--- src/rtl/fpep_consts.vh ---
// Constants for the flash program/erase protection block
`ifndef FPEP_CONSTS_VH
`define FPEP_CONSTS_VH
// Control register bit positions
`define FPEP_WRITE_ARM_BIT 0
`define FPEP_BLOCK_CLEAR_BIT 1
`define FPEP_WRITE_CHECK_BIT 2
`define FPEP_WIPE_CHECK_BIT 3
// Reset values
`define FPEP_CTRL_RST 4'h0
`define FPEP_BSEL_HI_RST 8'h00
`define FPEP_BSEL_LO_RST 8'h00
// All-blocks-protected pattern
`define FPEP_ALLPROT_HI 8'hF0
`define FPEP_ALLPROT_LO 8'h00
// Block counts: 4 large blocks in hi, 8 small in lo
`define FPEP_NUM_BLOCKS 12
`define FPEP_HI_BLOCKS 4
// Modes
`define FPEP_MODE_IDLE 3'h0
`define FPEP_MODE_PROG 3'h1
`define FPEP_MODE_ERASE 3'h2
`define FPEP_MODE_PVER 3'h3
`define FPEP_MODE_EVER 3'h4
`define FPEP_MODE_PWVER 3'h5
// Prewrite-verify settle time, ns, and cycles at 40 ns clock (round up)
`define FPEP_PWV_SETTLE_NS 4000
`define FPEP_CLK_NS 40
`define FPEP_PWV_CYCLES ((`FPEP_PWV_SETTLE_NS + `FPEP_CLK_NS - 1) / `FPEP_CLK_NS)
`endif

--- src/rtl/fpep_block_gate.v ---
// Per-block program/erase enable decode
`timescale 1ns/1ps
`include "fpep_consts.vh"
module fpep_block_gate (
    // Block select registers
    input wire [7:0] blockSelectHi,
    input wire [7:0] blockSelectLo,
    // Target block index, 0..11 (0..7 small, 8..11 large)
    input wire [3:0] targetBlock,
    // Result
    output wire blockEnabled,
    output wire allProtected
);
    // A block is writable only when its select bit is set
    assign blockEnabled = targetBlock[3] ?
        blockSelectHi[targetBlock[1:0]] : blockSelectLo[targetBlock[2:0]];
    // Fixed pattern that software uses to lock every block
    assign allProtected = (blockSelectHi == `FPEP_ALLPROT_HI) &&
        (blockSelectLo == `FPEP_ALLPROT_LO);
endmodule // fpep_block_gate

--- src/rtl/fpep_core.v ---
// Flash program/erase mode control with software and hardware protection
// =========================================================
// Operating notes
// The block turns the four loose control bits and the two block
// select registers into one mode and two pulse levels. Any
// hardware protection source (reset, missing programming supply,
// low-power entry) clears every register but hardProtected, which it sets, on the same edge and
// forces the mode to idle, so a pulse can never outlive its cause.
// Software protection only blocks the program and erase modes;
// the three verify modes stay reachable so software can still
// check the array while it is locked.
// Limitation: pulse width and pacing are left to software. The
// block does not time the program or erase pulse itself; the
// settle flag is only a help for the verify wait.
// Trade-off: the settle counter restarts on every mode change,
// which costs a few flops but keeps the flag honest when software
// hops between verify modes without passing through idle.
//
`timescale 1ns/1ps
`include "fpep_consts.vh"
module fpep_core (
    // Clock and reset
    input wire clk,
    input wire reset,
    // Protection sources
    input wire supplyAtLevel,
    input wire lowPowerMode,
    input wire softProtect,
    // Control register write port
    input wire ctrlWrite,
    input wire [3:0] ctrlData,
    input wire bselHiWrite,
    input wire [7:0] bselHiData,
    input wire bselLoWrite,
    input wire [7:0] bselLoData,
    // Flash access
    input wire [3:0] targetBlock,
    input wire readStrobe,
    input wire [7:0] arrayData,
    // Status and register readback
    output reg [3:0] flashControlReg,
    output reg [7:0] blockSelectHi,
    output reg [7:0] blockSelectLo,
    output reg [2:0] modeState,
    output reg programPulse,
    output reg erasePulse,
    output reg verifyActive,
    output reg verifySettled,
    output reg [7:0] readData,
    output reg hardProtected
);
    localparam [2:0] MODE_IDLE = `FPEP_MODE_IDLE;
    localparam [2:0] MODE_PROG = `FPEP_MODE_PROG;
    localparam [2:0] MODE_ERASE = `FPEP_MODE_ERASE;
    localparam [2:0] MODE_PVER = `FPEP_MODE_PVER;
    localparam [2:0] MODE_EVER = `FPEP_MODE_EVER;
    localparam [2:0] MODE_PWVER = `FPEP_MODE_PWVER;
    // Settle count is small; cut the integer on purpose to 8 bits
    localparam integer PWV_CYCLES_INT = `FPEP_PWV_CYCLES;
    localparam [7:0] PWV_CYCLES = PWV_CYCLES_INT[7:0];

    wire blockEnabled;
    wire allProtected;
    wire hwProt;
    reg [2:0] mode_d;
    reg [7:0] settleCnt_q;

    // =========================================================
    // Decode helpers
    // True for the three read-back check modes
    function is_verify;
        input [2:0] mode;
        begin
            is_verify = (mode == MODE_PVER) || (mode == MODE_EVER) ||
                (mode == MODE_PWVER);
        end
    endfunction

    // True when a pulse of the wanted kind may reach the target;
    // both pulses share this so the gating can never drift apart
    function pulse_ok;
        input [2:0] mode;
        input [2:0] want;
        input blkOpen;
        input lockAll;
        begin
            pulse_ok = (mode == want) && blkOpen && !lockAll;
        end
    endfunction

    // Block select decode; combinational so a new select takes
    // effect on the next edge together with the mode
    fpep_block_gate uGate (
        .blockSelectHi(blockSelectHi),
        .blockSelectLo(blockSelectLo),
        .targetBlock(targetBlock),
        .blockEnabled(blockEnabled),
        .allProtected(allProtected)
    );

    assign hwProt = reset || !supplyAtLevel || lowPowerMode;

    // =========================================================
    // Registers
    // cleared on protect; hardProtected set instead
    always @(posedge clk) begin
        if (hwProt) begin
            flashControlReg <= `FPEP_CTRL_RST;
            blockSelectHi <= `FPEP_BSEL_HI_RST;
            blockSelectLo <= `FPEP_BSEL_LO_RST;
            hardProtected <= 1'b1;
        end else begin
            hardProtected <= 1'b0;
            if (ctrlWrite) begin
                flashControlReg <= ctrlData;
            end
            // block selects ignored under protection above
            if (bselHiWrite) begin
                blockSelectHi <= bselHiData;
            end
            if (bselLoWrite) begin
                blockSelectLo <= bselLoData;
            end
        end
    end

    // =========================================================
    // Mode decode; program/erase over verify when both set
    always @* begin
        mode_d = MODE_IDLE;
        if (!hwProt) begin
            if (flashControlReg[`FPEP_WRITE_ARM_BIT]) begin
                mode_d = softProtect ? MODE_IDLE : MODE_PROG;
            end else if (flashControlReg[`FPEP_BLOCK_CLEAR_BIT]) begin
                mode_d = softProtect ? MODE_IDLE : MODE_ERASE;
            end else if (flashControlReg[`FPEP_WRITE_CHECK_BIT]) begin
                mode_d = MODE_PVER;
            end else if (flashControlReg[`FPEP_WIPE_CHECK_BIT]) begin
                mode_d = MODE_EVER;
            end else begin
                mode_d = MODE_PWVER;
            end
        end
    end

    // =========================================================
    // Mode, pulses and verify settle timer
    always @(posedge clk) begin
        if (hwProt) begin
            modeState <= MODE_IDLE;
            programPulse <= 1'b0;
            erasePulse <= 1'b0;
            verifyActive <= 1'b0;
            verifySettled <= 1'b0;
            settleCnt_q <= 8'h00;
            readData <= 8'h00;
        end else begin
            modeState <= mode_d;
            programPulse <= pulse_ok(mode_d, MODE_PROG, blockEnabled,
                allProtected);
            erasePulse <= pulse_ok(mode_d, MODE_ERASE, blockEnabled,
                allProtected);
            verifyActive <= is_verify(mode_d);
            // Timer restarts on any mode change; informs software pacing
            if (mode_d != modeState) begin
                settleCnt_q <= 8'h00;
                verifySettled <= 1'b0;
            end else if (settleCnt_q != PWV_CYCLES) begin
                settleCnt_q <= settleCnt_q + 8'h01;
            end else begin
                // Only verify modes report settled; pulses never do
                verifySettled <= is_verify(mode_d);
            end
            if (readStrobe && verifyActive) begin
                readData <= arrayData;
            end
        end
    end
endmodule // fpep_core

--- config.mk ---
export PLATFORM = sky130hd
export DESIGN_NAME = fpep_core
export DESIGN_NICKNAME = d
export VERILOG_FILES = /design/src/rtl/fpep_block_gate.v /design/src/rtl/fpep_core.v
export VERILOG_INCLUDE_DIRS = /design/src /design/src/rtl
export SDC_FILE = /design/constraint.sdc
export NUM_CORES = 1
export LEC_CHECK = 0
export BUFFER_PORTS_ARGS = -buffer_cell sky130_fd_sc_hd__buf_4
export CORE_AREA = 2 2 72 60
export DETAILED_ROUTE_END_ITERATION = 6
export DIE_AREA = 0 0 74 62
export PLACE_DENSITY = 0.81
export SYNTH_ARGS = -nofsm -noshare
export SYNTH_HDL_FRONTEND = slang
export SYNTH_SLANG_ARGS = --single-unit
--- constraint.sdc ---
create_clock -name clk -period 4.6 [get_ports clk]
set_clock_uncertainty 0.15 [all_clocks]
set_input_delay 0.23 -clock clk [delete_from_list [all_inputs] [get_ports clk]]
set_output_delay 0.23 -clock clk [all_outputs]
set_load 0.1 [all_outputs]
After elaboration in Yosys (flattened, before gate mapping)
Cells that the tools add are included.
{"block": "classes", "n_addsub": 1, "magnitude_cmp": 2, "n_eq_ne": 8, "mux": 13, "n_reduce_logical": 14}
{"operator": "$mux W3", "n": 4}
{"operator": "$add A8 B1 Y8 const B", "n": 1}
{"operator": "$eq A8 B8 Y1 const B", "n": 1}
{"operator": "$logic_not A8 Y1", "n": 1}
{"operator": "$ne A8 B7 Y1 const B", "n": 1}
{"operator": "$eq A3 B2 Y1 const B", "n": 2}
{"operator": "$eq A3 B3 Y1 const B", "n": 2}
{"operator": "$logic_and A1 B1 Y1", "n": 6}
{"operator": "$mux W1", "n": 6}
{"operator": "$logic_or A1 B1 Y1", "n": 4}
{"operator": "$lt A2 B4 Y1 const B", "n": 1}
{"operator": "$lt A3 B4 Y1 const B", "n": 1}
{"operator": "$bmux W1 S3", "n": 1}
{"operator": "$eq A3 B1 Y1 const B", "n": 1}
{"operator": "$ne A3 B3 Y1", "n": 1}
{"operator": "$bmux W1 S2", "n": 1}
{"operator": "$logic_not A1 Y1", "n": 2}
{"operator": "$mux W2", "n": 1}
{"operator": "$reduce_or A2 Y1", "n": 1}
{"block": "totals", "regBits": 44, "inputBits": 41, "output_inout_bits": 36, "word_cells": 49}

Logic depth before layout (Yosys ltp)
Gate-level depths: netlist (run 1).
{"block": "logic_depth", "ltp_word": 8, "mapped_depth": 6, "mapped_depth_nobuf": 6}

Cells and area by module
A second synthesis (run 1) with hierarchy kept.
{"block": "unflattened", "hier_cells": 192, "hier_area_um2": 1929.4}
{"module": "fpep_core", "instances": 1, "cells_per_inst": 177, "area_each_um2": 1780.5, "seq_area_each_um2": 880.8}
{"module": "fpep_block_gate", "instances": 1, "cells_per_inst": 15, "area_each_um2": 148.9, "seq_area_each_um2": 0.0}

Least setup slack after synthesis (run 1)
OpenSTA, ideal clock, no wires.
{"block": "synth_path", "kind": "flip-flop to flip-flop", "startpoint": "register flashControlReg[1]", "endpoint": "register settleCnt_q[3]", "setup_time_ns": 0.089, "t_arrival_ns": 2.055, "t_required_ns": 4.361, "slack_ns": 2.306, "path_stages_with_launch": 6, "n_path_buf": 1, "period_less_slack_ns": 2.294, "cell_sequence": "dfxtp_1 buf_2 nor2_1 o21ai_0 o311ai_4 nor4_2"}
{"block": "synth_between", "elab_chain_len": 5}
{"item": "start, declared", "line_no": "fpep_core.v:41", "text": "output reg [3:0] flashControlReg,"}
{"item": "start signal, assigned", "line_no": "fpep_core.v:108", "text": "flashControlReg <= `FPEP_CTRL_RST;"}
{"item": "start signal, assigned", "line_no": "fpep_core.v:115", "text": "flashControlReg <= ctrlData;"}
{"item": "$mux W3", "line_no": "fpep_core.v:134", "text": "end else if (flashControlReg[`FPEP_BLOCK_CLEAR_BIT]) begin"}
{"item": "$mux W3", "line_no": "fpep_core.v:132", "text": "if (flashControlReg[`FPEP_WRITE_ARM_BIT]) begin"}
{"item": "$mux W3", "line_no": "fpep_core.v:131", "text": "if (!hwProt) begin"}
{"item": "$ne A3 B3 Y1", "line_no": "fpep_core.v:165", "text": "if (mode_d != modeState) begin"}
{"item": "$reduce_or A2 Y1 (no source line)"}
{"item": "end signal, assigned", "line_no": "fpep_core.v:169", "text": "settleCnt_q <= settleCnt_q + 8'h01;"}
{"item": "end, declared", "line_no": "fpep_core.v:66", "text": "reg [7:0] settleCnt_q;"}
Every way passes these cells.
A chain may end at the register's enable or synchronous reset.

Worst setup path after layout (run 1)
{"block": "layout_path", "startpoint": "input reset", "endpoint": "register settleCnt_q[2]"}
{"block": "layout_between", "elab_chain_len": 5}
{"item": "start, declared", "line_no": "fpep_core.v:24", "text": "input wire reset,"}
{"item": "$logic_or A1 B1 Y1 (*) (2 in a row)", "line_no": "fpep_core.v:101", "text": "assign hwProt = reset || !supplyAtLevel || lowPowerMode;"}
{"item": "$mux W3", "line_no": "fpep_core.v:131"}
{"item": "$ne A3 B3 Y1", "line_no": "fpep_core.v:165"}
{"item": "$reduce_or A2 Y1 (no source line) (*)"}
Every way passes the cells marked *; elsewhere a longest branch is shown, timed or not.

==> results of run 1 <==
cells in the mapped netlist, drive strengths merged, types with 3 or more instances:
cell and count:
dfxtp 44, nor3 12, nand3 13, nor2 27, a21oi 11, clkbuf 5, nor4 4, nand2 12
xor2 3, nor4b 3, buf 7, mux2i 28, xnor2 5
kinds of logic (layout without fill, tap and decap cells):
kind of cell | after synthesis | count (layout) | synth area share, %
fa+ha+maj | 2 | 2 | 1.323
xor+xnor | 8 | 8 | 3.704
mux | 29 | 29 | 16.01
simple gates | 81 | 81 | 23.21
compound gates | 14 | 14 | 5.159
buf+inv | 14 | 86 | 4.034
flops | 44 | 44 | 46.56
worst reg2reg max path, stage by stage (launching register included):
cell     delay (ns)
dfxtp_1        0.54
and2b_2        0.22
a21oi_1        0.06
xnor2_1        0.63
nor3_1         0.15
path summary, 6_finish.rpt:
| path | from | endpoint | slack, ns | cells past startpoint |
|---|---|---|---|---|
| worst max-delay path | reset | settleCnt_q[2] | 2.65 | 5 |
| worst min-delay path | bselLoData[1] | blockSelectLo[1] | 0.02 | 3 |
| worst max register to register | flashControlReg[0] | settleCnt_q[2] | 2.70 | 4 |
| worst min register to register | readData[4] | readData[4] | 0.31 | 2 |
layout make-up:
class,count,share of cell area (%)
clock buffer,8,3.526
inverter,2,0.2938
multi-input combinational,134,36.58
sequential,44,34.48
tap,57,2.791
timing repair buffer,76,22.33
power breakdown:
| group | internal (mW) | switching [mW] |
|---|---|---|
| clock | 0.122 | 0.120 |
| sequential | 0.386 | 0.00642 |
| combinational | 0.0422 | 0.0642 |
metal layers:
layer | share of wire (%) | up-vias | GRT usage, %
met1 | 47 | 734 | 25.12
li1 | - | 811 | -
met4 | 0.85 | 0 | 5.714
met2 | 47 | 51 | 29.97
met3 | 5.4 | 3 | 4.516
met5 | 0 | - | 0
cell usage in the layout (no fill, tap or decap), types with 2 or more instances in the layout:
| cell type | count |
|---|---|
| a21oi_1 | 10 |
| buf_4 | 76 |
| clkbuf_1 | 2 |
| clkbuf_8 | 6 |
| dfxtp_1 | 44 |
| ha_1 | 2 |
| inv_1 | 2 |
| mux2i_1 | 28 |
| nand2_1 | 12 |
| nand3_1 | 13 |
| nand4_1 | 2 |
| nor2_1 | 27 |
| nor3_1 | 11 |
| nor4_1 | 2 |
| nor4b_1 | 2 |
| xnor2_1 | 5 |
| xor2_1 | 3 |
flip-flops by register name (all words and copies together), names as in the netlist:
register	flops
readData	8
settleCnt_q	8
blockSelectHi	8
hardProtected	1
flashControlReg	4
verifyActive	1
programPulse	1
erasePulse	1
blockSelectLo	8
verifySettled	1
modeState	3
through the flow:
| stage | instance area (um2) | util, % | hold slack [ns] | total power [mW] |
|---|---|---|---|---|
| 2_1_floorplan | 1892 | - | 0.2272 | 0.4696 |
| 3_3_place_gp | 2465 | 62.13 | 0.2936 | 0.5066 |
| 3_5_place_dp | 2465 | 62.13 | 0.2994 | 0.5078 |
| 4_1_cts | 2555 | 64.40 | 0.01326 | 0.7480 |
| 5_1_grt | 2555 | 64.40 | 0.02506 | 0.7699 |
| 6_report | 2555 | 64.40 | 0.02005 | 0.7411 |
==> flow_summary_export.csv, run 1 <==
group,metric,value,unit
place,gp_congestion,0.7975,
floorplan,die_h,62,um
layout,drive_above_1_share,34.47,%
clock_tree,clock-sinks,44,
synth,ys_ff_latch,44,
synth,yosysTopAreaCell,"dfxtp_1",
clock_tree,cts_tree,"built",
synth,synth.area.top_cells,"dfxtp_1, mux2i_1, nor2_1, nand3_1, nor3_1",
detailed_routing,routed_wl,4257,um
timing,timing.fmax,513.4,MHz
worst_setup_path,critPathKind,"in2reg",
worst_setup_path,path_cells,"buf_4, or3b_1, a21oi_2, o311ai_4, nor3_1",
job,cap_violations,0,
detailed_routing,drt_first_pass_iters,4,
pwr,p_leak,1.088,nW
clock_tree,cts_buffers,5,
clock_tree,path_clk_slew,0.08,ns
detailed_routing,antenna_left,0,
worst_setup_path,cp_slowest_cell,"or3b_1",
timing,rsz0062_at_grt,"false",
synth,ys_seq_area_share,46.56,%
worst_setup_path,startpoint_type,"input port",
place,io_buffers,76,
detailed_routing,routed_via_density,4.981,
hold_path,min_path_type,"in2reg",
synth,syn_nets,235,
floorplan,fp.dieArea,4588,um2
worst_setup_path,crit_required,4.65,ns
global_route,grt_overflow,0,
worst_setup_path,cpPeakStageDelay,0.85,ns
floorplan,io_pins,77,
place,detailed_place_hpwl,3243,um
pwr,power_density,290.1,nW/um2
place,dp.cells,313,
layout,layout.cells.non_filler,321,
floorplan,initial_core_util,47.68,%
synth,avgSynthCellArea,9.853,um2
timing,finalHoldViolations,0,
clock_tree,clkLatencyLatePin,0.29,ns
clock_tree,cts_resized,0,
synth,synth_area,1892,um2
detailed_routing,num_vias,1599,
detailed_routing,wl_per_cell,13.26,um
synth,yosysTopAreaCellShare,46.56,%
global_route,grt_pass1_vias,1436,
timing,setup_ws,2.652,ns
detailed_routing,drt_iter0_drc,84,
place,dp_slack,2.316,ns
timing,worst_slew_pin_slew,1.206,ns
timing,period_minus_slack,1.948,ns
synth,synth_cells,192,
clock_tree,post-cts-setup-buffers,0,
synth,yosysUniqueCellTypes,35,
layout,nets,306,
worst_setup_path,worstPathMaxFanout,36,
global_route,grt_max_degree,37,
floorplan,die-width,74,um
synth,synth-main-ff-cell,"dfxtp_1",
timing,post-route-period-util,42.34,%
clock_tree,ctsHtreeMaxLevel,2,
floorplan,core,3968,um2
clock_tree,cts_buffer_depth,2,
global_route,antenna_found_initial,0,
worst_setup_path,crit_family,"simple AND/OR/NAND/NOR gates",
detailed_routing,drc,0,
layout,n_fill_cell,371,
layout,syn2layout_area_growth,35.05,%
layout,diodes,0,
timing,setup_viol,0,
synth,synth-edff-count,0,
layout,multiInputGateArea,934.6,um2
clock_tree,ctsHoldBuffers,0,
worst_setup_path,end_kind,"flip-flop",
worst_setup_path,crit_arrival,2.00,ns
synth,yosysWarnings,0,
global_route,grt_pass1_wl,6534,um
timing,fin_setup_tns,0,ns
layout,ff_latch_area,880.8,um2
outcome,outcome,"finished clean",
global_route,gr-usage-all-layers,18.63,%
timing,slew_violations,0,
synth,async_reset_ff_share,0,%
clock_tree,cts-root-buf,"clkbuf_8",
pwr,ir_drop,0.1755,mV
floorplan,num_rows,21,
worst_setup_path,critPathBufInv,1,
timing,max_slew_margin,19.57,%
Note: power is estimated with default switching activity, not from simulation.
==> run 2, diff against run 1 <==
Settings changed: CORE_AREA 2 2 72 60 to 2 2 78 65, DIE_AREA 0 0 74 62 to 0 0 80 67, PLACE_DENSITY 0.81 to 0.73.
Clock period 4.6 ns to 1.7 ns, I/O delays scaled along.
==> run 2 against run 1 <==
  * Sequential power rose to 2.7 times the previous value
  * Setup slack got worse by 2.6 ns
  * Die area rose by 17%
  * Cell count rose by 16%
  * Worst hold slack got worse by 0.018 ns
  * First-iteration DRC count rose by 1.2%
  * Via count rose by 12%
  * Critical path type is now reg2reg
==> flow_summary_export.csv, run 2 (synthesis results as in run 1) <==
group,metric,value,unit
global_route,grt_overflow,0,
clock_tree,clock-sinks,44,
clock_tree,path_clk_slew,0.08,ns
layout,drive_above_1_share,40.89,%
timing,worst_slew_pin_slew,0.4606,ns
timing,max_slew_margin,69.22,%
worst_setup_path,crit_family,"simple AND/OR/NAND/NOR gates",
layout,fin_util,69.35,%
worst_setup_path,crit_arrival,1.63,ns
detailed_routing,num_vias,1783,
clock_tree,cts_tree,"built",
global_route,grt_pass1_wl,8079,um
layout,mostFrequentLayoutCell,"buf_4",
global_route,antenna_found_initial,0,
floorplan,num_rows,22,
outcome,outcome,"finished clean",
place,gp_congestion,0.8780,
detailed_routing,drt_first_pass_iters,4,
pwr,ir_drop,0.4258,mV
timing,period_minus_slack,1.611,ns
clock_tree,cts_buffers,5,
floorplan,fp.dieArea,5360,um2
hold_path,min_path_type,"in2reg",
detailed_routing,routed_via_density,4.780,
worst_setup_path,path_cells,"inv_4, ha_4, nand4_1, nor4_4, buf_4, mux2i_1, nor3_1",
place,detailed_place_hpwl,3246,um
timing,whs,0.002086,ns
worst_setup_path,critPathBufInv,2,
timing,timing.fmax,620.8,MHz
detailed_routing,drt_iter0_drc,85,
global_route,grt_pass1_vias,1722,
worst_setup_path,critPathKind,"reg2reg",
clock_tree,ctsHtreeMaxLevel,2,
global_route,grt_max_degree,27,
detailed_routing,routed_wl,5024,um
worst_setup_path,worstPathMaxFanout,5,
worst_setup_path,end_kind,"flip-flop",
clock_tree,clkLatencyLatePin,0.29,ns
layout,diodes,0,
worst_setup_path,crit_required,1.72,ns
clock_tree,cts_buffer_depth,2,
pwr,p_leak,1.300,nW
worst_setup_path,startpoint_type,"flip-flop",
layout,nets,355,
layout,syn2layout_area_growth,65.48,%
floorplan,die_h,67,um
timing,setup_viol,0,
worst_setup_path,cp_slowest_cell,"dfxtp_4",
detailed_routing,antenna_left,0,
timing,post-route-period-util,94.75,%
global_route,gr-usage-all-layers,19.88,%
detailed_routing,drc,0,
pwr,power_density,682.1,nW/um2
layout,layout_common_cells,"buf_4, dlygate4sd3_1, mux2i_1",
timing,slew_violations,0,
floorplan,initial_core_util,41.91,%
job,cap_violations,0,
worst_setup_path,cpPeakStageDelay,0.37,ns
place,io_buffers,76,
floorplan,core,4514,um2
floorplan,die-width,80,um
detailed_routing,wl_per_cell,13.47,um
floorplan,io_pins,77,
clock_tree,cts-root-buf,"clkbuf_8",
timing,finalHoldViolations,0,
[run 2: path summary, 6_finish.rpt]
kind	start	to	slack, ns	cells after the start
worst max-delay path	settleCnt_q[0]	verifySettled	0.09	7
worst min-delay path	bselLoWrite	blockSelectLo[6]	0.002	3
worst max register to register	settleCnt_q[0]	verifySettled	0.09	7
worst min register to register	readData[0]	readData[0]	0.31	2
[run 2: power by group]
part	internal (mW)	switching (mW)
clock	0.377	0.347
combinational	0.174	0.191
sequential	1.03	0.0173
total	1.58	0.556
[run 2: stage by stage]
stage          total power [mW]  TNS [ns]  std cells  cell area, um2  setup slack [ns]
3_5_place_dp              1.367         0        319            2551           0.04854
3_3_place_gp              1.367         0        319            2551            0.1062
6_report                  2.135         0        373            3131           0.08919
5_1_grt                   2.225  -0.04272        373            3131          -0.03183
2_1_floorplan             1.262  -0.07823        192            1954          -0.07823
4_1_cts                   2.149         0        369            3074           0.04244
[run 2: metal layers]
layer  part of all wire (%)  routed length, um  global-route usage, %
met5                      0                  0                      0
met4                   0.86                 43                  6.356
met3                    4.7                236                  4.336
met2                     48               2406                  33.33
met1                     47               2337                  25.48
[run 2: area by class of cell]
cell class / instances / area, um2
multi-input combinational: 134 / 958.4
tap: 60 / 75.07
clock inverter: 1 / 5.005
fill: 365 / 1384
inverter: 2 / 10.01
timing repair buffer: 125 / 1044
sequential: 44 / 940.9
clock buffer: 7 / 97.59
[run 2: worst reg2reg max path, stage by stage (launching register included)]
cell and delay (ns):
dfxtp_4 0.37, inv_4 0.07, ha_4 0.12, nand4_1 0.11, nor4_4 0.23, buf_4 0.19
mux2i_1 0.19, nor3_1 0.06
[run 2: what timing repair did]
| item | 4_1_cts | 5_1_grt |
|---|---|---|
| resized for setup | 0 | 11 |
| endpoints found under the setup margin | 0 | 7 |
| buffers inserted | 0 | 4 |
| hold buffers | 42 | 0 |
| hold endpoints to repair | 31 | 0 |
